[config.mk]
export PLATFORM = sky130hd
export DESIGN_NAME = ecmcc_core
export DESIGN_NICKNAME = d
export VERILOG_FILES = /design/src/include/ecmcc_pkg.sv /design/src/hdl/ecmcc_core.sv /design/src/hdl/ecmcc_mask_bit.sv /design/src/hdl/ecmcc_base_thr.sv
export SDC_FILE = /design/constraint.sdc
export NUM_CORES = 1
export LEC_CHECK = 0
export BUFFER_PORTS_ARGS = -buffer_cell sky130_fd_sc_hd__buf_2
export CAP_MARGIN = 10
export CORE_UTILIZATION = 24
export DETAILED_ROUTE_END_ITERATION = 6
export GPL_ROUTABILITY_DRIVEN = 0
export PLACE_DENSITY_LB_ADDON = 0.12
export SETUP_SLACK_MARGIN = 0.15
export SLEW_MARGIN = 15
export SYNTH_ARGS = -nofsm -noshare
export SYNTH_HDL_FRONTEND = slang
export SYNTH_SLANG_ARGS = --single-unit
[constraint.sdc]
create_clock -name clock -period 14.3 [get_ports clock]
set_clock_uncertainty 0.2 [all_clocks]
set_input_delay 2.145 -clock clock [delete_from_list [all_inputs] [get_ports clock]]
set_output_delay 2.145 -clock clock [all_outputs]
set_load 0.05 [all_outputs]
[src/include/ecmcc_pkg.sv]
`default_nettype none

package ecmcc_pkg;

	// ---------------------------------------------------------------
	// special register selection
	// ---------------------------------------------------------------
	typedef enum logic [1:0] {
		ECMCC_SEL_MASK_ALL,
		ECMCC_SEL_FAULT_MASK,
		ECMCC_SEL_BASE_THRESHOLD,
		ECMCC_SEL_CORE_CONTROL
	} ecmcc_sel_t;

	// ---------------------------------------------------------------
	// priority arithmetic
	// ---------------------------------------------------------------
	localparam int ECMCC_PRIO_W = 10;
	localparam logic signed [9:0] ECMCC_NO_BOOST = 10'sh100; // above every level
	localparam logic signed [9:0] ECMCC_BOOST_MASK_ALL = 10'sh000;
	localparam logic signed [9:0] ECMCC_BOOST_NS_HALF = 10'sh080;
	localparam logic signed [9:0] ECMCC_BOOST_FAULT = 10'sh3ff; // minus one
	localparam int ECMCC_THR_W = 8;

	// ---------------------------------------------------------------
	// field positions
	// ---------------------------------------------------------------
	localparam int ECMCC_MASK_BIT = 0;
	localparam int ECMCC_THR_MSB = 7;
	localparam int ECMCC_CTL_UNPRIV_BIT = 0;
	localparam int ECMCC_CTL_STACK_BIT = 1;
	localparam int ECMCC_CTL_FP_CONTEXT_ACTIVE_BIT = 2;
	localparam int ECMCC_CTL_SECURE_FP_ACTIVE_BIT = 3;
	localparam int ECMCC_RET_STACK_BIT = 2;
	localparam int ECMCC_RET_FTYPE_BIT = 4;
	localparam int ECMCC_RET_SECURE_BIT = 6;

	// ---------------------------------------------------------------
	// reset values
	// ---------------------------------------------------------------
	localparam logic ECMCC_RST_MASK = 1'h0;
	localparam logic [7:0] ECMCC_RST_THR = 8'h00;
	localparam logic ECMCC_RST_CTL_BIT = 1'h0;
	localparam logic signed [9:0] ECMCC_RST_PRIO = 10'sh100;

endpackage : ecmcc_pkg

`default_nettype wire

[src/hdl/ecmcc_core.sv]
// Notes on behaviour
// - mask-all bit set boosts execution priority to zero.
// - with secure boost, non-secure mask-all boosts only to 80 hex.
// - exceptions with priority lower or equal to the boost are not activated.
// - without security, fault mask boosts to minus one, only NMI passes.
// - secure fault mask boosts execution priority to minus one.
// - eight-bit threshold boosts when nonzero; zero disables threshold boosting.
// - with secure boost, non-secure threshold maps into the bottom half.
// - unimplemented low threshold bits read zero and drop writes.
// - numerically higher priority value means lower exception priority.
// - secure fp flag is unbanked, zero and unwritable from non-secure state.
// - fp context flag is unbanked and drives fp preservation at entry.
// - banked stack select: zero main stack, one process stack.
// - in handler mode stack select reads zero and drops writes.
// - exception entry clears control bits, exception return updates them from the return code.
// - banked thread privilege bit: zero privileged, one unprivileged.
// - thread uses main stack until written one or suitable return.
// - masks reachable by move instructions; mask bits also by state change.
// - after the barrier, later instructions use the new stack pointer.
// - exceptions other than reset run in handler mode, either state.
// - fault mask also masks some fixed-priority exceptions per configuration.
`default_nettype none

module ecmcc_core
	import ecmcc_pkg::*;
#(
	parameter int PRIO_BITS = 4
) (
	input wire logic clock,
	input wire logic rst_n,
	input wire logic security_enabled,
	input wire logic secure_priority_boost,
	input wire logic fault_target_nonsecure,
	input wire logic current_secure,
	input wire logic handler_mode,
	input wire logic signed [9:0] handler_priority,
	input wire logic sr_wr_en,
	input wire logic sr_rd_en,
	input wire ecmcc_sel_t sr_sel,
	input wire logic sr_nonsecure_bank,
	input wire logic [31:0] sr_wdata,
	input wire logic cps_en,
	input wire logic cps_fault,
	input wire logic cps_disable,
	input wire logic exc_entry,
	input wire logic exc_entry_secure,
	input wire logic exception_return_code,
	input wire logic [31:0] exception_return_code_code,
	input wire logic fp_instr,
	input wire logic instruction_sync_barrier,
	input wire logic cand_valid,
	input wire logic signed [9:0] cand_priority,
	output logic [31:0] sr_rdata,
	output logic sr_rvalid,
	output logic signed [9:0] exec_priority,
	output logic activate_ok,
	output logic activate_valid,
	output logic use_process_stack,
	output logic thread_unprivileged,
	output logic fp_context_active,
	output logic secure_fp_active
);

	// ---------------------------------------------------------------
	// bank selection
	// ---------------------------------------------------------------
	logic acc_bank; // 1 = non-secure copy
	logic cur_bank;
	logic ret_bank;
	logic ent_bank;
	logic [1:0] pm_q;
	logic [1:0] fm_q;
	logic [7:0] thr_q [2];
	logic [1:0] wr_pm;
	logic [1:0] wr_fm;
	logic [1:0] wr_thr;
	logic [1:0] cps_pm;
	logic [1:0] cps_fm;
	logic wr_ctl;
	logic [1:0] stack_sel_q;
	logic [1:0] unpriv_q;
	logic sec_view;
	logic signed [9:0] boost;
	logic signed [9:0] exec_next;
	logic sync_pend_reg;

	// accesses from non-secure state always reach the non-secure copy
	assign acc_bank = security_enabled & (~current_secure | sr_nonsecure_bank);
	assign cur_bank = security_enabled & ~current_secure;
	assign ret_bank = security_enabled & ~exception_return_code_code[ECMCC_RET_SECURE_BIT];
	assign ent_bank = security_enabled & ~exc_entry_secure;
	assign sec_view = security_enabled & current_secure;
	assign wr_ctl = sr_wr_en & (sr_sel == ECMCC_SEL_CORE_CONTROL);

	// ---------------------------------------------------------------
	// mask and threshold storage
	// ---------------------------------------------------------------
	for (genvar b = 0; b < 2; b++) begin : g_bank
		// write strobes for the copy addressed by the move
		localparam logic BANK = 1'(b);
		assign wr_pm[b] = sr_wr_en & (sr_sel == ECMCC_SEL_MASK_ALL) & (acc_bank == BANK);
		assign wr_fm[b] = sr_wr_en & (sr_sel == ECMCC_SEL_FAULT_MASK) & (acc_bank == BANK);
		assign wr_thr[b] = sr_wr_en & (sr_sel == ECMCC_SEL_BASE_THRESHOLD) & (acc_bank == BANK);
		// state change acts on the copy of the running state
		assign cps_pm[b] = cps_en & ~cps_fault & (cur_bank == BANK);
		assign cps_fm[b] = cps_en & cps_fault & (cur_bank == BANK);
		ecmcc_mask_bit u_mask_all (
			.clock(clock),
			.rst_n(rst_n),
			.wr_en(wr_pm[b]),
			.wr_val(sr_wdata[ECMCC_MASK_BIT]),
			.cps_en(cps_pm[b]),
			.cps_val(cps_disable),
			.mask_q(pm_q[b])
		);
		ecmcc_mask_bit u_fault_mask (
			.clock(clock),
			.rst_n(rst_n),
			.wr_en(wr_fm[b]),
			.wr_val(sr_wdata[ECMCC_MASK_BIT]),
			.cps_en(cps_fm[b]),
			.cps_val(cps_disable),
			.mask_q(fm_q[b])
		);
		ecmcc_base_thr #(
			.PRIO_BITS(PRIO_BITS)
		) u_threshold (
			.clock(clock),
			.rst_n(rst_n),
			.wr_en(wr_thr[b]),
			.wr_data(sr_wdata[ECMCC_THR_MSB:0]),
			.thr_q(thr_q[b])
		);
	end

	// ---------------------------------------------------------------
	// execution priority
	// ---------------------------------------------------------------
	function automatic logic signed [9:0] pmin(input logic signed [9:0] a,
		input logic signed [9:0] c);
		return (a < c) ? a : c;
	endfunction
	// lowest value of all active boosts wins
	always_comb begin
		boost = ECMCC_NO_BOOST;
		if (thr_q[0] != 8'h00) begin
			boost = pmin(boost, $signed({2'h0, thr_q[0]}));
		end
		if (security_enabled && thr_q[1] != 8'h00) begin
			if (secure_priority_boost) begin
				boost = pmin(boost, $signed({2'h0, 1'h1, thr_q[1][7:1]}));
			end else begin
				boost = pmin(boost, $signed({2'h0, thr_q[1]}));
			end
		end
		if (pm_q[0]) begin
			boost = pmin(boost, ECMCC_BOOST_MASK_ALL);
		end
		if (security_enabled && pm_q[1]) begin
			boost = pmin(boost, secure_priority_boost ? ECMCC_BOOST_NS_HALF
				: ECMCC_BOOST_MASK_ALL);
		end
		if (fm_q[0]) begin
			boost = pmin(boost, ECMCC_BOOST_FAULT);
		end
		if (security_enabled && fm_q[1]) begin
			if (fault_target_nonsecure) begin
				boost = pmin(boost, ECMCC_BOOST_FAULT);
			end else begin
				boost = pmin(boost, secure_priority_boost ? ECMCC_BOOST_NS_HALF
					: ECMCC_BOOST_MASK_ALL);
			end
		end
		exec_next = pmin(handler_priority, boost);
	end

	// registered priority and activation verdict
	always_ff @(posedge clock or negedge rst_n) begin
		if (!rst_n) begin
			exec_priority <= ECMCC_RST_PRIO;
			activate_ok <= 1'h0;
			activate_valid <= 1'h0;
		end else begin
			exec_priority <= exec_next;
			activate_ok <= cand_valid & (cand_priority < exec_next);
			activate_valid <= cand_valid;
		end
	end

	// ---------------------------------------------------------------
	// core control bits
	// ---------------------------------------------------------------
	// stack select: entry clears, return loads, handler writes dropped
	always_ff @(posedge clock or negedge rst_n) begin
		if (!rst_n) begin
			stack_sel_q <= {2{ECMCC_RST_CTL_BIT}};
		end else if (exc_entry) begin
			stack_sel_q[ent_bank] <= 1'h0;
		end else if (exception_return_code) begin
			stack_sel_q[ret_bank] <= exception_return_code_code[ECMCC_RET_STACK_BIT];
		end else if (wr_ctl && !handler_mode) begin
			stack_sel_q[acc_bank] <= sr_wdata[ECMCC_CTL_STACK_BIT];
		end
	end

	// thread privilege, banked
	always_ff @(posedge clock or negedge rst_n) begin
		if (!rst_n) begin
			unpriv_q <= {2{ECMCC_RST_CTL_BIT}};
		end else if (wr_ctl) begin
			unpriv_q[acc_bank] <= sr_wdata[ECMCC_CTL_UNPRIV_BIT];
		end
	end

	// fp context flag, one copy for both states
	always_ff @(posedge clock or negedge rst_n) begin
		if (!rst_n) begin
			fp_context_active <= ECMCC_RST_CTL_BIT;
		end else if (exc_entry) begin
			fp_context_active <= 1'h0;
		end else if (exception_return_code) begin
			fp_context_active <= ~exception_return_code_code[ECMCC_RET_FTYPE_BIT];
		end else if (fp_instr) begin
			fp_context_active <= 1'h1;
		end else if (wr_ctl) begin
			fp_context_active <= sr_wdata[ECMCC_CTL_FP_CONTEXT_ACTIVE_BIT];
		end
	end

	// secure fp flag, writable from secure state only
	always_ff @(posedge clock or negedge rst_n) begin
		if (!rst_n) begin
			secure_fp_active <= ECMCC_RST_CTL_BIT;
		end else if (exc_entry) begin
			secure_fp_active <= 1'h0;
		end else if (fp_instr) begin
			secure_fp_active <= sec_view;
		end else if (wr_ctl && sec_view) begin
			secure_fp_active <= sr_wdata[ECMCC_CTL_SECURE_FP_ACTIVE_BIT];
		end
	end

	// ---------------------------------------------------------------
	// stack pointer in use
	// ---------------------------------------------------------------
	// mode change settles one cycle after entry or return
	always_ff @(posedge clock or negedge rst_n) begin
		if (!rst_n) begin
			sync_pend_reg <= 1'h0;
		end else begin
			sync_pend_reg <= exc_entry | exception_return_code;
		end
	end

	// new stack pointer takes effect only at barrier or mode change
	always_ff @(posedge clock or negedge rst_n) begin
		if (!rst_n) begin
			use_process_stack <= 1'h0;
		end else if (instruction_sync_barrier || sync_pend_reg) begin
			use_process_stack <= ~handler_mode & stack_sel_q[cur_bank];
		end
	end

	// privilege of the running state
	always_ff @(posedge clock or negedge rst_n) begin
		if (!rst_n) begin
			thread_unprivileged <= 1'h0;
		end else begin
			thread_unprivileged <= unpriv_q[cur_bank];
		end
	end

	// ---------------------------------------------------------------
	// read port
	// ---------------------------------------------------------------
	// read data one cycle after the request
	always_ff @(posedge clock or negedge rst_n) begin
		if (!rst_n) begin
			sr_rdata <= 32'h0000_0000;
			sr_rvalid <= 1'h0;
		end else begin
			sr_rvalid <= sr_rd_en;
			if (sr_rd_en) begin
				case (sr_sel)
					ECMCC_SEL_MASK_ALL: sr_rdata <= {31'h0, pm_q[acc_bank]};
					ECMCC_SEL_FAULT_MASK: sr_rdata <= {31'h0, fm_q[acc_bank]};
					ECMCC_SEL_BASE_THRESHOLD: sr_rdata <= {24'h0, thr_q[acc_bank]};
					ECMCC_SEL_CORE_CONTROL: begin
						sr_rdata <= {28'h0, secure_fp_active & sec_view, fp_context_active,
							stack_sel_q[acc_bank] & ~handler_mode, unpriv_q[acc_bank]};
					end
					default: sr_rdata <= 32'h0000_0000;
				endcase
			end
		end
	end
	// ---------------------------------------------------------------
	// checks
	// ---------------------------------------------------------------
	property p_mask_all_zero;
		@(posedge clock) disable iff (!rst_n)
		pm_q[0] |=> (exec_priority <= ECMCC_BOOST_MASK_ALL);
	endproperty
	a_mask_all_zero: assert property (p_mask_all_zero)
		else $error("mask-all did not boost priority to zero");
	property p_ns_half;
		@(posedge clock) disable iff (!rst_n)
		(security_enabled && secure_priority_boost && pm_q[1] && !pm_q[0] && fm_q == 2'h0
			&& thr_q[0] == 8'h00 && thr_q[1] == 8'h00 && handler_priority > ECMCC_BOOST_NS_HALF)
		|=> (exec_priority == ECMCC_BOOST_NS_HALF);
	endproperty
	a_ns_half: assert property (p_ns_half)
		else $error("non-secure mask-all boost is not 80 hex");
	property p_refuse;
		@(posedge clock) disable iff (!rst_n)
		(cand_valid && cand_priority >= exec_next) |=> (activate_valid && !activate_ok);
	endproperty
	a_refuse: assert property (p_refuse)
		else $error("masked exception was allowed to activate");
	property p_fault_minus_one;
		@(posedge clock) disable iff (!rst_n)
		fm_q[0] |=> (exec_priority == ECMCC_BOOST_FAULT);
	endproperty
	a_fault_minus_one: assert property (p_fault_minus_one)
		else $error("fault mask did not boost priority to minus one");
	property p_threshold;
		@(posedge clock) disable iff (!rst_n)
		(thr_q[0] != 8'h00) |=> (exec_priority <= $signed({2'h0, $past(thr_q[0])}));
	endproperty
	a_threshold: assert property (p_threshold)
		else $error("threshold did not limit execution priority");
	property p_low_bits;
		@(posedge clock) disable iff (!rst_n)
		sr_rvalid && $past(sr_sel) == ECMCC_SEL_BASE_THRESHOLD
		|-> (sr_rdata[7:0] & ~(8'(8'hff << (ECMCC_THR_W - PRIO_BITS)))) == 8'h00;
	endproperty
	a_low_bits: assert property (p_low_bits)
		else $error("unimplemented threshold bits read nonzero");
	property p_secure_fp_active_ns;
		@(posedge clock) disable iff (!rst_n)
		(wr_ctl && !sec_view && !fp_instr && !exc_entry) |=> $stable(secure_fp_active);
	endproperty
	a_secure_fp_active_ns: assert property (p_secure_fp_active_ns)
		else $error("secure fp flag changed by non-secure write");
	property p_handler_write;
		@(posedge clock) disable iff (!rst_n)
		(wr_ctl && handler_mode && !exc_entry && !exception_return_code) |=> $stable(stack_sel_q);
	endproperty
	a_handler_write: assert property (p_handler_write)
		else $error("stack select written in handler mode");
	property p_entry_fp;
		@(posedge clock) disable iff (!rst_n)
		exc_entry |=> (!fp_context_active && !stack_sel_q[$past(ent_bank)]);
	endproperty
	a_entry_fp: assert property (p_entry_fp)
		else $error("entry did not clear control bits");
	property p_barrier;
		@(posedge clock) disable iff (!rst_n)
		(instruction_sync_barrier && !handler_mode) |=> (use_process_stack == $past(stack_sel_q[cur_bank]));
	endproperty
	a_barrier: assert property (p_barrier)
		else $error("barrier did not apply new stack pointer");
endmodule // ecmcc_core

`default_nettype wire

[src/hdl/ecmcc_mask_bit.sv]
`default_nettype none

// one banked copy of a single-bit mask, written by move or state change
module ecmcc_mask_bit
	import ecmcc_pkg::*;
(
	input wire logic clock,
	input wire logic rst_n,
	input wire logic wr_en,
	input wire logic wr_val,
	input wire logic cps_en,
	input wire logic cps_val,
	output logic mask_q
);

	// move write and state change both load the bit, state change wins
	always_ff @(posedge clock or negedge rst_n) begin
		if (!rst_n) begin
			mask_q <= ECMCC_RST_MASK;
		end else if (cps_en) begin
			mask_q <= cps_val;
		end else if (wr_en) begin
			mask_q <= wr_val;
		end
	end

endmodule // ecmcc_mask_bit

`default_nettype wire

[src/hdl/ecmcc_base_thr.sv]
`default_nettype none

// one banked copy of the base priority threshold
module ecmcc_base_thr
	import ecmcc_pkg::*;
#(
	parameter int PRIO_BITS = 4
) (
	input wire logic clock,
	input wire logic rst_n,
	input wire logic wr_en,
	input wire logic [7:0] wr_data,
	output logic [7:0] thr_q
);

	// only the upper implemented bits are stored
	localparam logic [7:0] KEEP = 8'(8'hff << (ECMCC_THR_W - PRIO_BITS));

	// unimplemented low bits never hold a one
	always_ff @(posedge clock or negedge rst_n) begin
		if (!rst_n) begin
			thr_q <= ECMCC_RST_THR;
		end else if (wr_en) begin
			thr_q <= wr_data & KEEP;
		end
	end

endmodule // ecmcc_base_thr

`default_nettype wire

Yosys cells after proc, flatten, opt, wreduce, memory -nomap -nowiden
Index checks and enable logic that the tools add are counted.
{"block": "classes", "mux": 60, "eq_ne": 3, "reduce_logical": 20, "bitwise": 38, "order_cmp": 17}
{"op": "two-way mux 10 bit", "n": 13}
{"op": "one-hot mux 32 bit (4 select lines)", "n": 1}
{"op": "two-way mux 8 bit", "n": 4}
{"op": "< comparator 10 x 1 -> 1 bit (second input constant)", "n": 3}
{"op": "< comparator 10 bit", "n": 3}
{"op": "two-way mux 1 bit", "n": 30}
{"op": "two-way mux 9 bit", "n": 3}
{"op": "bitwise AND 1 bit", "n": 25}
{"op": "< comparator 9 x 8 -> 1 bit", "n": 2}
{"op": "nonzero test 8 bit", "n": 2}
{"op": "< comparator 10 x 9 -> 1 bit", "n": 1}
{"op": "logical AND 1 bit", "n": 8}
{"op": "< comparator 1 x 2 -> 1 bit (second input constant)", "n": 4}
{"op": "NOT 1 bit", "n": 8}
{"op": "nonzero test 2 bit", "n": 4}
{"op": "bitwise mux 2 bit", "n": 3}
{"op": "two-way mux 2 bit", "n": 3}
{"op": "nonzero test 3 bit", "n": 2}
{"op": "equality test 2 bit (second input constant)", "n": 2}
{"op": "nonzero test 4 bit", "n": 1}
{"op": "demux 1 bit (select 1 bit)", "n": 3}
{"op": ">= comparator 1 bit (second input constant)", "n": 3}
{"op": "bitwise AND 2 bit", "n": 1}
{"op": "equality test 2 x 1 -> 1 bit (second input constant)", "n": 1}
{"op": "7 further kinds", "n": 8}
{"block": "totals", "output_inout_bits": 49, "ff_bits": 66, "in_bits": 105}

Logic depth before layout (Yosys ltp)
Gate-level depths: netlist of the first run.
{"block": "logic_depth", "depth_word": 23, "mapped_depth": 34, "depth_no_buf": 32}

By module
A second synthesis of the first run with hierarchy kept.
{"block": "unflattened", "cells_unflattened": 417, "area_unflattened_um2": 3593.4}
{"mod": "ecmcc_core", "seq_area_each_um2": 752.0, "n_inst": 1, "cells_each": 375, "area_per_inst_um2": 3060.4}
{"mod": "ecmcc_base_thr", "seq_area_each_um2": 100.1, "n_inst": 2, "cells_each": 13, "area_per_inst_um2": 178.9}
{"mod": "ecmcc_mask_bit", "seq_area_each_um2": 25.0, "n_inst": 4, "cells_each": 4, "area_per_inst_um2": 43.8}

Worst setup path after synthesis of the first run
No wires, ideal clock.
{"block": "synth_timing", "path_kind": "input -> register", "startpoint": "input port security_enabled", "endpoint": "register activate_ok", "path_slack_ns": 7.788, "t_arrival_ns": 6.186, "required_ns": 13.974, "stages": 29, "cell_sequence": "buf_6 > a21boi_2 > nor3_1 > nor3b_1 > nand2_1 > ha_1 > nor2_1 > nor2_1 > nor2_1 > a31oi_1 > nor2_1 > a31oi_2 > inv_1 > ha_1 > a21oi_1 > o21ai_0 > and2_1 > or2_4 > o21ai_4 > buf_4 > mux2i_1 > ha_1 > a211oi_1 > o21ai_0 > nand2_1 > o21ai_0 > a21oi_1 > a21oi_1 > mux2i_1"}
{"block": "synth_via", "elab_chain_cells": 19}
{"element": "from (decl)", "line_no": "ecmcc_core.sv:31", "text": "input wire logic security_enabled,"}
{"element": "logical AND 1 bit", "line_no": "ecmcc_core.sv:149", "text": "if (security_enabled && thr_q[1] != 8'h00) begin"}
{"element": "two-way mux 10 bit", "line_no": "ecmcc_core.sv:149"}
{"element": "< comparator 10 x 1 -> 1 bit", "line_no": "ecmcc_core.sv:141", "text": "return (a < c) ? a : c;"}
{"element": "two-way mux 10 bit", "line_no": "ecmcc_core.sv:141"}
{"element": "two-way mux 10 bit", "line_no": "ecmcc_core.sv:156", "text": "if (pm_q[0]) begin"}
{"element": "< comparator 10 bit", "line_no": "ecmcc_core.sv:141"}
{"element": "two-way mux 10 bit", "line_no": "ecmcc_core.sv:141"}
{"element": "two-way mux 10 bit", "line_no": "ecmcc_core.sv:159", "text": "if (security_enabled && pm_q[1]) begin"}
{"element": "[... 3 more ...]"}
{"element": "< comparator 10 x 9 -> 1 bit or < comparator 10 x 1 -> 1 bit (tied branches)", "line_no": "ecmcc_core.sv:141"}
{"element": "two-way mux 10 bit", "line_no": "ecmcc_core.sv:141"}
{"element": "two-way mux 10 bit", "line_no": "ecmcc_core.sv:167", "text": "if (fault_target_nonsecure) begin"}
{"element": "two-way mux 10 bit *", "line_no": "ecmcc_core.sv:166", "text": "if (security_enabled && fm_q[1]) begin"}
{"element": "< comparator 10 bit", "line_no": "ecmcc_core.sv:141"}
{"element": "two-way mux 10 bit *", "line_no": "ecmcc_core.sv:141"}
{"element": "< comparator 10 bit *", "line_no": "ecmcc_core.sv:185", "text": "activate_ok <= cand_valid & (cand_priority < exec_next);"}
{"element": "bitwise AND 1 bit *", "line_no": "ecmcc_core.sv:185"}
{"element": "to (signal assigned)", "line_no": "ecmcc_core.sv:185"}
{"element": "to (decl)", "line_no": "ecmcc_core.sv:56", "text": "output logic activate_ok,"}
Every way passes the cells marked *; elsewhere a longest branch is shown, timed or not.
A chain may end at the register's enable or synchronous reset.

Worst setup path after layout of the first run
Ends and elaborated chain as after synthesis.

==> impl_metrics.prom, run 1 <==
# TYPE chip_impl_metric gauge
chip_impl_info{name="outcome",value="finished clean"} 1
chip_impl_info{name="crit_path_end_kind",value="flop"} 1
chip_impl_metric{name="ff_to_ff_setup_slack",unit="ps"} 8080
chip_impl_metric{name="drcViolationCount",unit=""} 0
chip_impl_info{name="cts_tree",value="yes"} 1
chip_impl_metric{name="antenna_found_initial",unit=""} 0
chip_impl_info{name="worst_r2r_endpoint",value="activate_ok$_DFF_PN0_"} 1
chip_impl_metric{name="critPathRequiredTime",unit="ps"} 14310
chip_impl_metric{name="drive_gt1_share",unit="%"} 29.2
chip_impl_metric{name="timing.critical_path.buf_inv",unit=""} 2
chip_impl_metric{name="slew_violations",unit=""} 0
chip_impl_metric{name="clock_period_minus_worst_slack",unit="ps"} 7240
chip_impl_metric{name="max_freq",unit="MHz"} 138
chip_impl_metric{name="number_of_buffers_inserted_by_hold_repair_at_cts",unit=""} 0
chip_impl_metric{name="global_route.usage.total",unit="%"} 12.6
chip_impl_metric{name="cts_repair_resize_count",unit=""} 0
chip_impl_metric{name="p_leak",unit="nW"} 1.75
chip_impl_metric{name="slew_headroom",unit="%"} 33.2
chip_impl_metric{name="drt-vias-per-instance",unit=""} 4.57
chip_impl_metric{name="ff2ff_path_depth",unit=""} 29
chip_impl_metric{name="critical_path.max_fanout",unit=""} 17
chip_impl_metric{name="clock_sink_count",unit=""} 42
chip_impl_metric{name="slowest_delay",unit="ps"} 530
chip_impl_metric{name="multiInputGateArea",unit="µm²"} 1960
chip_impl_metric{name="insertion_delay_to_the_later_sink_of_the_worst_skew_pair",unit="ps"} 290
chip_impl_metric{name="drt-initial-drc-count",unit=""} 86
chip_impl_metric{name="final_critical_path_setup_slack",unit="ps"} 7060
chip_impl_metric{name="syn_to_final_growth",unit="%"} 18.2
chip_impl_metric{name="power",unit="µW"} 573
chip_impl_info{name="clk_root_buffer_cell",value="sky130_fd_sc_hd__clkbuf_16"} 1
chip_impl_info{name="regToRegStartpoint",value="g_bank[1].u_threshold.thr_q[5]$_DFFE_PN0P_"} 1
chip_impl_metric{name="power-per-cell-area",unit="nW/µm²"} 149
chip_impl_metric{name="stdcell_area",unit="µm²"} 3850
chip_impl_metric{name="cts_buffers",unit=""} 5
chip_impl_info{name="critical_path.slowest_cell",value="sky130_fd_sc_hd__nor3b_1"} 1
chip_impl_info{name="regMostFlops",value="exec_priority"} 1
chip_impl_metric{name="setup_viol",unit=""} 0
chip_impl_metric{name="fp.coreArea",unit="µm²"} 13200
chip_impl_metric{name="detailedPlace.worstSlack",unit="ps"} 6740
chip_impl_metric{name="synth.ff_latch_count",unit=""} 42
chip_impl_metric{name="antennaDiodeCount",unit=""} 0
chip_impl_metric{name="rows",unit=""} 42
chip_impl_metric{name="hold_path_depth",unit=""} 2
chip_impl_metric{name="dieWidth",unit="µm"} 119
chip_impl_metric{name="path_clk_slew",unit="ps"} 60
chip_impl_metric{name="placed_cell_area",unit="µm²"} 3680
chip_impl_metric{name="die-area",unit="µm²"} 14000
chip_impl_metric{name="chipHeight",unit="µm"} 119
chip_impl_metric{name="arrival",unit="ps"} 7250
chip_impl_metric{name="setup_tns",unit="ps"} 0
chip_impl_metric{name="grt_max_degree",unit=""} 43
chip_impl_info{name="crit_path_start_kind",value="input pin"} 1
chip_impl_metric{name="grt_first_pass_wirelength",unit="mm"} 14.2
chip_impl_metric{name="summed_instance_area_of_the_synthesized_netlist",unit="µm²"} 3260
chip_impl_metric{name="cts-htree-levels",unit=""} 2
chip_impl_info{name="min_from",value="use_process_stack$_DFFE_PN0P_"} 1
chip_impl_metric{name="first_global_vias",unit=""} 2853
chip_impl_info{name="first_element_of_the_critical_path",value="security_enabled"} 1
chip_impl_metric{name="ys_types",unit=""} 64
chip_impl_metric{name="vias",unit=""} 2703
chip_impl_info{name="timing_worst_setup_path_type",value="input pin to flop"} 1
chip_impl_metric{name="detail_route.wl_per_cell",unit="µm"} 14.1
chip_impl_metric{name="post_synth_inst_count",unit=""} 345
chip_impl_metric{name="max_slew.worst_pin.slew",unit="ps"} 1000
chip_impl_metric{name="synth_enable_flop_cells",unit=""} 0
chip_impl_metric{name="largest_register_ffs",unit=""} 10
chip_impl_info{name="worstHoldPathType",value="flop to flop"} 1
chip_impl_metric{name="numPortBuffers",unit=""} 76
chip_impl_metric{name="ys.warnings.count",unit=""} 0
chip_impl_metric{name="filler_cell_count",unit=""} 1468
chip_impl_metric{name="antenna_left",unit=""} 0
chip_impl_metric{name="final_net_count",unit=""} 543
chip_impl_metric{name="start_util",unit="%"} 24.6
chip_impl_metric{name="firstDrtPassIters",unit=""} 4
chip_impl_info{name="ys_dominant_reg_cell",value="sky130_fd_sc_hd__dfrtp_1"} 1
chip_impl_metric{name="place_hpwl",unit="mm"} 6.42
chip_impl_metric{name="postSynthAreaPerCell",unit="µm²"} 9.44
chip_impl_metric{name="fraction_of_the_yosys_area_taken_by_sequential_cells",unit="%"} 32.3
chip_impl_metric{name="register_area",unit="µm²"} 1050
chip_impl_metric{name="grt-ovfl-total",unit=""} 0
chip_impl_info{name="critPathMostFrequentCell",value="sky130_fd_sc_hd__o21ai_0"} 1
chip_impl_metric{name="cts_buffer_depth",unit=""} 2
chip_impl_info{name="rsz0062_at_grt",value="no"} 1
chip_impl_metric{name="totalWireLength",unit="mm"} 8.33
chip_impl_info{name="reg_top3",value="exec_priority x10, g_bank.u_threshold.thr_q x8, sr_rdata x8"} 1
chip_impl_metric{name="number_of_setup_buffers_added_after_cts",unit=""} 0
chip_impl_metric{name="period_share",unit="%"} 50.6
chip_impl_metric{name="maxCapViolations",unit=""} 0
chip_impl_metric{name="hold_viol",unit=""} 0
chip_impl_metric{name="floorplan.io_pins",unit=""} 154
chip_impl_info{name="min_delay_worst_endpoint",value="use_process_stack$_DFFE_PN0P_"} 1
chip_impl_info{name="cpLargestDelayFamily",value="compound AO/OA/AOI/OAI gates"} 1
chip_impl_metric{name="ir_worst_vdd",unit="µV"} 54.0
chip_impl_metric{name="asyncSetResetFlopFracSynth",unit="%"} 100
[area by class of cell]
| class | count | area share, % |
|---|---|---|
| Multi-Input combinational cell | 272 | 51.0 |
| Sequential cell | 42 | 27.3 |
| Timing Repair Buffer | 76 | 9.88 |
| Tap cell | 176 | 5.72 |
| Clock buffer | 5 | 3.25 |
| Inverter | 17 | 1.66 |
| Clock inverter | 3 | 1.14 |
[layer usage]
layer	routed length [µm]	vias to the layer above	GRT usage, %
met3	417	10	3.19
met4	102	0	3.80
met5	0	-	0
li1	-	1343	-
met1	3930	1275	15.5
met2	3880	75	21.8
[worst max path at each step]
| stage | slack (ps) | depth (start not counted) | endpoint |
|---|---|---|---|
| floorplan | 7790 | 29 | activate_ok$_DFF_PN0_ |
| detailed placement | 6740 | 27 | activate_ok$_DFF_PN0_ |
| global placement | 6830 | 27 | activate_ok$_DFF_PN0_ |
| finish | 7060 | 27 | activate_ok$_DFF_PN0_ |
| global route | 6430 | 27 | activate_ok$_DFF_PN0_ |
| CTS | 7040 | 27 | activate_ok$_DFF_PN0_ |
[worst register-to-register path, delay by kind of cell (launching register included)]
kind	cells	cell delay (ps)
AND/OR/NAND/NOR	8	1530
multiplexers	1	200
buffers and inverters	2	250
adder cells (fa/ha/maj)	4	1150
flip-flops	1	510
AO/OA/AOI/OAI	14	2290
[synthesized netlist by cell type, drive strengths merged, types with 2 or more instances]
cell type / instances / share of area (%)
o211ai: 3 / 0.84
nor4b: 3 / 0.81
clkbuf: 8 / 1.2
or2: 6 / 1.2
a21oi: 17 / 2.8
o31ai: 2 / 0.46
a2111oi: 2 / 1.3
mux2i: 17 / 5.2
mux2: 17 / 5.9
and2: 5 / 0.96
o21ai: 24 / 4.1
ha: 24 / 9.2
nand3: 9 / 1.4
nor2: 22 / 2.5
a31oi: 6 / 1.5
o221ai: 2 / 0.54
nand3b: 3 / 0.69
nor2b: 5 / 0.96
a21o: 3 / 0.69
buf: 29 / 6.9
o21a: 8 / 1.8
nand2b: 4 / 0.84
nor3: 7 / 1.2
inv: 16 / 1.8
nand2: 22 / 2.5
o22ai: 7 / 1.3
nand4b: 3 / 0.81
a211oi: 4 / 0.92
and3: 2 / 0.42
nand4: 3 / 0.58
o22a: 2 / 0.54
dfrtp: 41 / 31
nor3b: 4 / 0.92
[per-stage QoR]
step	hold slack, ps	util, %	instances
final	296	29.1	591
after global routing	328	29.1	591
after CTS	305	29.1	591
after detailed placement	285	27.8	583
after global placement	265	27.8	583
after floorplan	295	-	368
[cells by family (layout without fill, tap and decap cells)]
family / Yosys count / count (layout) / synth area share (%)
simple gates: 103 / 103 / 17.2
compound gates: 86 / 86 / 19.3
buf+inv: 54 / 101 / 10.1
flops: 42 / 42 / 32.3
mux: 35 / 35 / 11.8
fa+ha+maj: 24 / 24 / 9.22
other cells: 1 / 24 / 0.115
[cells in the final DEF, fill, tap and decap left out, drive strengths merged, types with 8 or more instances in the layout]
master,instances
buf,76
mux2i,17
o21a,8
mux2,17
inv,17
nor2,22
nand3,9
dfrtp,41
ha,24
a21oi,17
conb,24
nand2,22
o21ai,24
[power breakdown]
part / switching, mW / total [mW] / internal [mW]
clock: 0.0508 / 0.134 / 0.0828
sequential: 0.0240 / 0.169 / 0.145
combinational: 0.176 / 0.270 / 0.0941
total: 0.251 / 0.573 / 0.322
No activity file was read; power rests on OpenSTA's default activity.
==> inputs of run 2 (changes only) <==
- clock period: 14.3 -> 6.11 ns (I/O delays scaled with it)
==> run 2 against run 1 <==
Core utilization increased by 1.2 points; total power increased by 140%; final cell count increased by 2.9%; hold slack got worse by 15 ps; die area unchanged; first-iteration DRC count increased by 20%; non-clock buffer count increased by 17; sequential cell count unchanged; sequential power increased by 120%; critical path type is now flop to flop; critical endpoint unchanged; largest power group unchanged.
==> impl_metrics.prom, run 2 (same netlist as run 1, synthesis figures left out) <==
# TYPE chip_impl_metric gauge
chip_impl_info{name="outcome",value="finished clean"} 1
chip_impl_info{name="rsz0062_at_grt",value="no"} 1
chip_impl_metric{name="max_slew.worst_pin.slew",unit="ps"} 729
chip_impl_metric{name="place_hpwl",unit="mm"} 6.65
chip_impl_metric{name="die-area",unit="µm²"} 14000
chip_impl_metric{name="fp.coreArea",unit="µm²"} 13200
chip_impl_metric{name="cts_buffer_depth",unit=""} 2
chip_impl_metric{name="period_share",unit="%"} 91.0
chip_impl_metric{name="grt_first_pass_wirelength",unit="mm"} 14.4
chip_impl_metric{name="numPortBuffers",unit=""} 76
chip_impl_info{name="clk_root_buffer_cell",value="sky130_fd_sc_hd__clkbuf_16"} 1
chip_impl_metric{name="rows",unit=""} 42
chip_impl_metric{name="floorplan.io_pins",unit=""} 154
chip_impl_metric{name="max_freq",unit="MHz"} 180
chip_impl_metric{name="maxCapViolations",unit=""} 0
chip_impl_info{name="cts_tree",value="yes"} 1
chip_impl_info{name="layout_commonest_cell",value="sky130_fd_sc_hd__buf_2"} 1
chip_impl_info{name="critical_path.slowest_cell",value="sky130_fd_sc_hd__dfrtp_1"} 1
chip_impl_metric{name="slowest_delay",unit="ps"} 470
chip_impl_metric{name="power",unit="mW"} 1.40
chip_impl_metric{name="drive_gt1_share",unit="%"} 33.3
chip_impl_metric{name="global_route.usage.total",unit="%"} 13.1
chip_impl_metric{name="power-per-cell-area",unit="nW/µm²"} 350
chip_impl_metric{name="number_of_buffers_inserted_by_hold_repair_at_cts",unit=""} 0
chip_impl_metric{name="syn_to_final_growth",unit="%"} 23.0
chip_impl_metric{name="setup_viol",unit=""} 0
chip_impl_metric{name="vias",unit=""} 2780
chip_impl_metric{name="drt-initial-drc-count",unit=""} 103
chip_impl_info{name="timing_worst_setup_path_type",value="flop to flop"} 1
chip_impl_metric{name="antenna_found_initial",unit=""} 0
chip_impl_info{name="regMostFlops",value="exec_priority"} 1
chip_impl_metric{name="p_leak",unit="nW"} 1.84
chip_impl_metric{name="grt-ovfl-total",unit=""} 0
chip_impl_metric{name="firstDrtPassIters",unit=""} 4
chip_impl_metric{name="clock_sink_count",unit=""} 42
chip_impl_metric{name="drt-vias-per-instance",unit=""} 4.57
chip_impl_metric{name="stdcell_area",unit="µm²"} 4010
chip_impl_metric{name="ir_worst_vdd",unit="µV"} 102
chip_impl_metric{name="antennaDiodeCount",unit=""} 0
chip_impl_metric{name="antenna_left",unit=""} 0
chip_impl_metric{name="setup_tns",unit="ps"} 0
chip_impl_metric{name="first_global_vias",unit=""} 2813
chip_impl_metric{name="placed_cells_incl_taps",unit=""} 597
chip_impl_info{name="crit_path_end_kind",value="flop"} 1
chip_impl_metric{name="insertion_delay_to_the_later_sink_of_the_worst_skew_pair",unit="ps"} 300
chip_impl_metric{name="cts-htree-levels",unit=""} 2
chip_impl_metric{name="timing.critical_path.buf_inv",unit=""} 3
chip_impl_metric{name="totalWireLength",unit="mm"} 8.65
chip_impl_metric{name="finish.cell_count_without_fillers",unit=""} 608
chip_impl_metric{name="placed_cell_area",unit="µm²"} 3790
chip_impl_metric{name="largest_register_ffs",unit=""} 10
chip_impl_metric{name="arrival",unit="ps"} 5590
chip_impl_metric{name="drcViolationCount",unit=""} 0
chip_impl_metric{name="slew_violations",unit=""} 0
chip_impl_info{name="worstHoldPathType",value="flop to flop"} 1
chip_impl_info{name="reg_top3",value="exec_priority x10, g_bank.u_threshold.thr_q x8, sr_rdata x8"} 1
chip_impl_metric{name="dieWidth",unit="µm"} 119
chip_impl_metric{name="slew_headroom",unit="%"} 51.1
chip_impl_info{name="highest_count_cells_in_the_layout_ignoring_fill_and_taps",value="sky130_fd_sc_hd__buf_2, sky130_fd_sc_hd__dfrtp_1, sky130_fd_sc_hd__conb_1, sky130_fd_sc_hd__ha_1"} 1
chip_impl_metric{name="chipHeight",unit="µm"} 119
chip_impl_metric{name="grt_max_degree",unit=""} 43
chip_impl_metric{name="final_net_count",unit=""} 560
chip_impl_info{name="cpLargestDelayFamily",value="compound AO/OA/AOI/OAI gates"} 1
chip_impl_metric{name="critPathRequiredTime",unit="ps"} 6130
chip_impl_metric{name="clock_period_minus_worst_slack",unit="ps"} 5560
chip_impl_metric{name="critical_path.max_fanout",unit=""} 8
chip_impl_info{name="crit_path_start_kind",value="flop"} 1
chip_impl_metric{name="detail_route.wl_per_cell",unit="µm"} 14.2
chip_impl_metric{name="cts_buffers",unit=""} 5
chip_impl_metric{name="path_clk_slew",unit="ps"} 70
chip_impl_metric{name="hold_viol",unit=""} 0
chip_impl_info{name="critPathMostFrequentCell",value="sky130_fd_sc_hd__ha_1"} 1
chip_impl_metric{name="start_util",unit="%"} 24.6
[run 2: cell count changes in the layout (fill, tap and decap cells not counted), sizes merged]
cell	delta
inv	+1
clkinv	-1
buf	+17
[run 2: worst paths after layout]
check                                                      startpoint                                    endpoint  slack, ps  cells past startpoint
hold / removal                          use_process_stack$_DFFE_PN0P_               use_process_stack$_DFFE_PN0P_        280                      2
min in group asynchronous                                       rst_n  g_bank[1].u_threshold.thr_q[5]$_DFFE_PN0P_        490                      2
hold reg to reg                         use_process_stack$_DFFE_PN0P_               use_process_stack$_DFFE_PN0P_        280                      2
max in group asynchronous                                       rst_n  g_bank[1].u_threshold.thr_q[7]$_DFFE_PN0P_       4760                      2
setup reg to reg           g_bank[0].u_threshold.thr_q[7]$_DFFE_PN0P_                       activate_ok$_DFF_PN0_        550                     30
setup / recovery           g_bank[0].u_threshold.thr_q[7]$_DFFE_PN0P_                       activate_ok$_DFF_PN0_        550                     30
[run 2: through the flow]
stage | hold slack [ps] | setup slack, ps | util, %
2_1_floorplan | 295 | 797 | -
3_3_place_gp | 265 | 210 | 28.6
3_5_place_dp | 274 | 215 | 28.6
4_1_cts | 289 | 232 | 29.9
5_1_grt | 314 | 145 | 30.3
6_report | 280 | 549 | 30.3
[run 2: final cells by class]
cell class / count / area [µm²]
inverter: 17 / 63.8
tap: 176 / 220
clock buffer: 5 / 125
fill: 1445 / 9230
sequential: 42 / 1050
clock inverter: 3 / 43.8
timing repair buffer: 93 / 512
multi-input combinational: 272 / 1990
[run 2: metal layers]
layer / up-vias / global-route usage, % / part of all wire [%]
met4: 0 / 5.38 / 1.5
met3: 9 / 3.28 / 5.8
met1: 1307 / 16.7 / 47
met2: 83 / 21.1 / 46
li1: 1381 / - / -
met5: - / 0 / 0
[run 2: power by group]
part	switching (mW)	internal, mW	total [mW]
registers	0.0396	0.340	0.379
clock network	0.126	0.194	0.320
logic	0.443	0.260	0.703
[run 2: repair_timing]
item	4_1_cts	5_1_grt
endpoints found under the setup margin	0	1
gates resized for setup	0	9
setup buffers	0	3
[run 2: worst min-delay path, stage by stage (launching register included)]
cell and delay, ps:
sky130_fd_sc_hd__dfrtp_1 340, sky130_fd_sc_hd__nand2_1 50, sky130_fd_sc_hd__o31ai_1 50
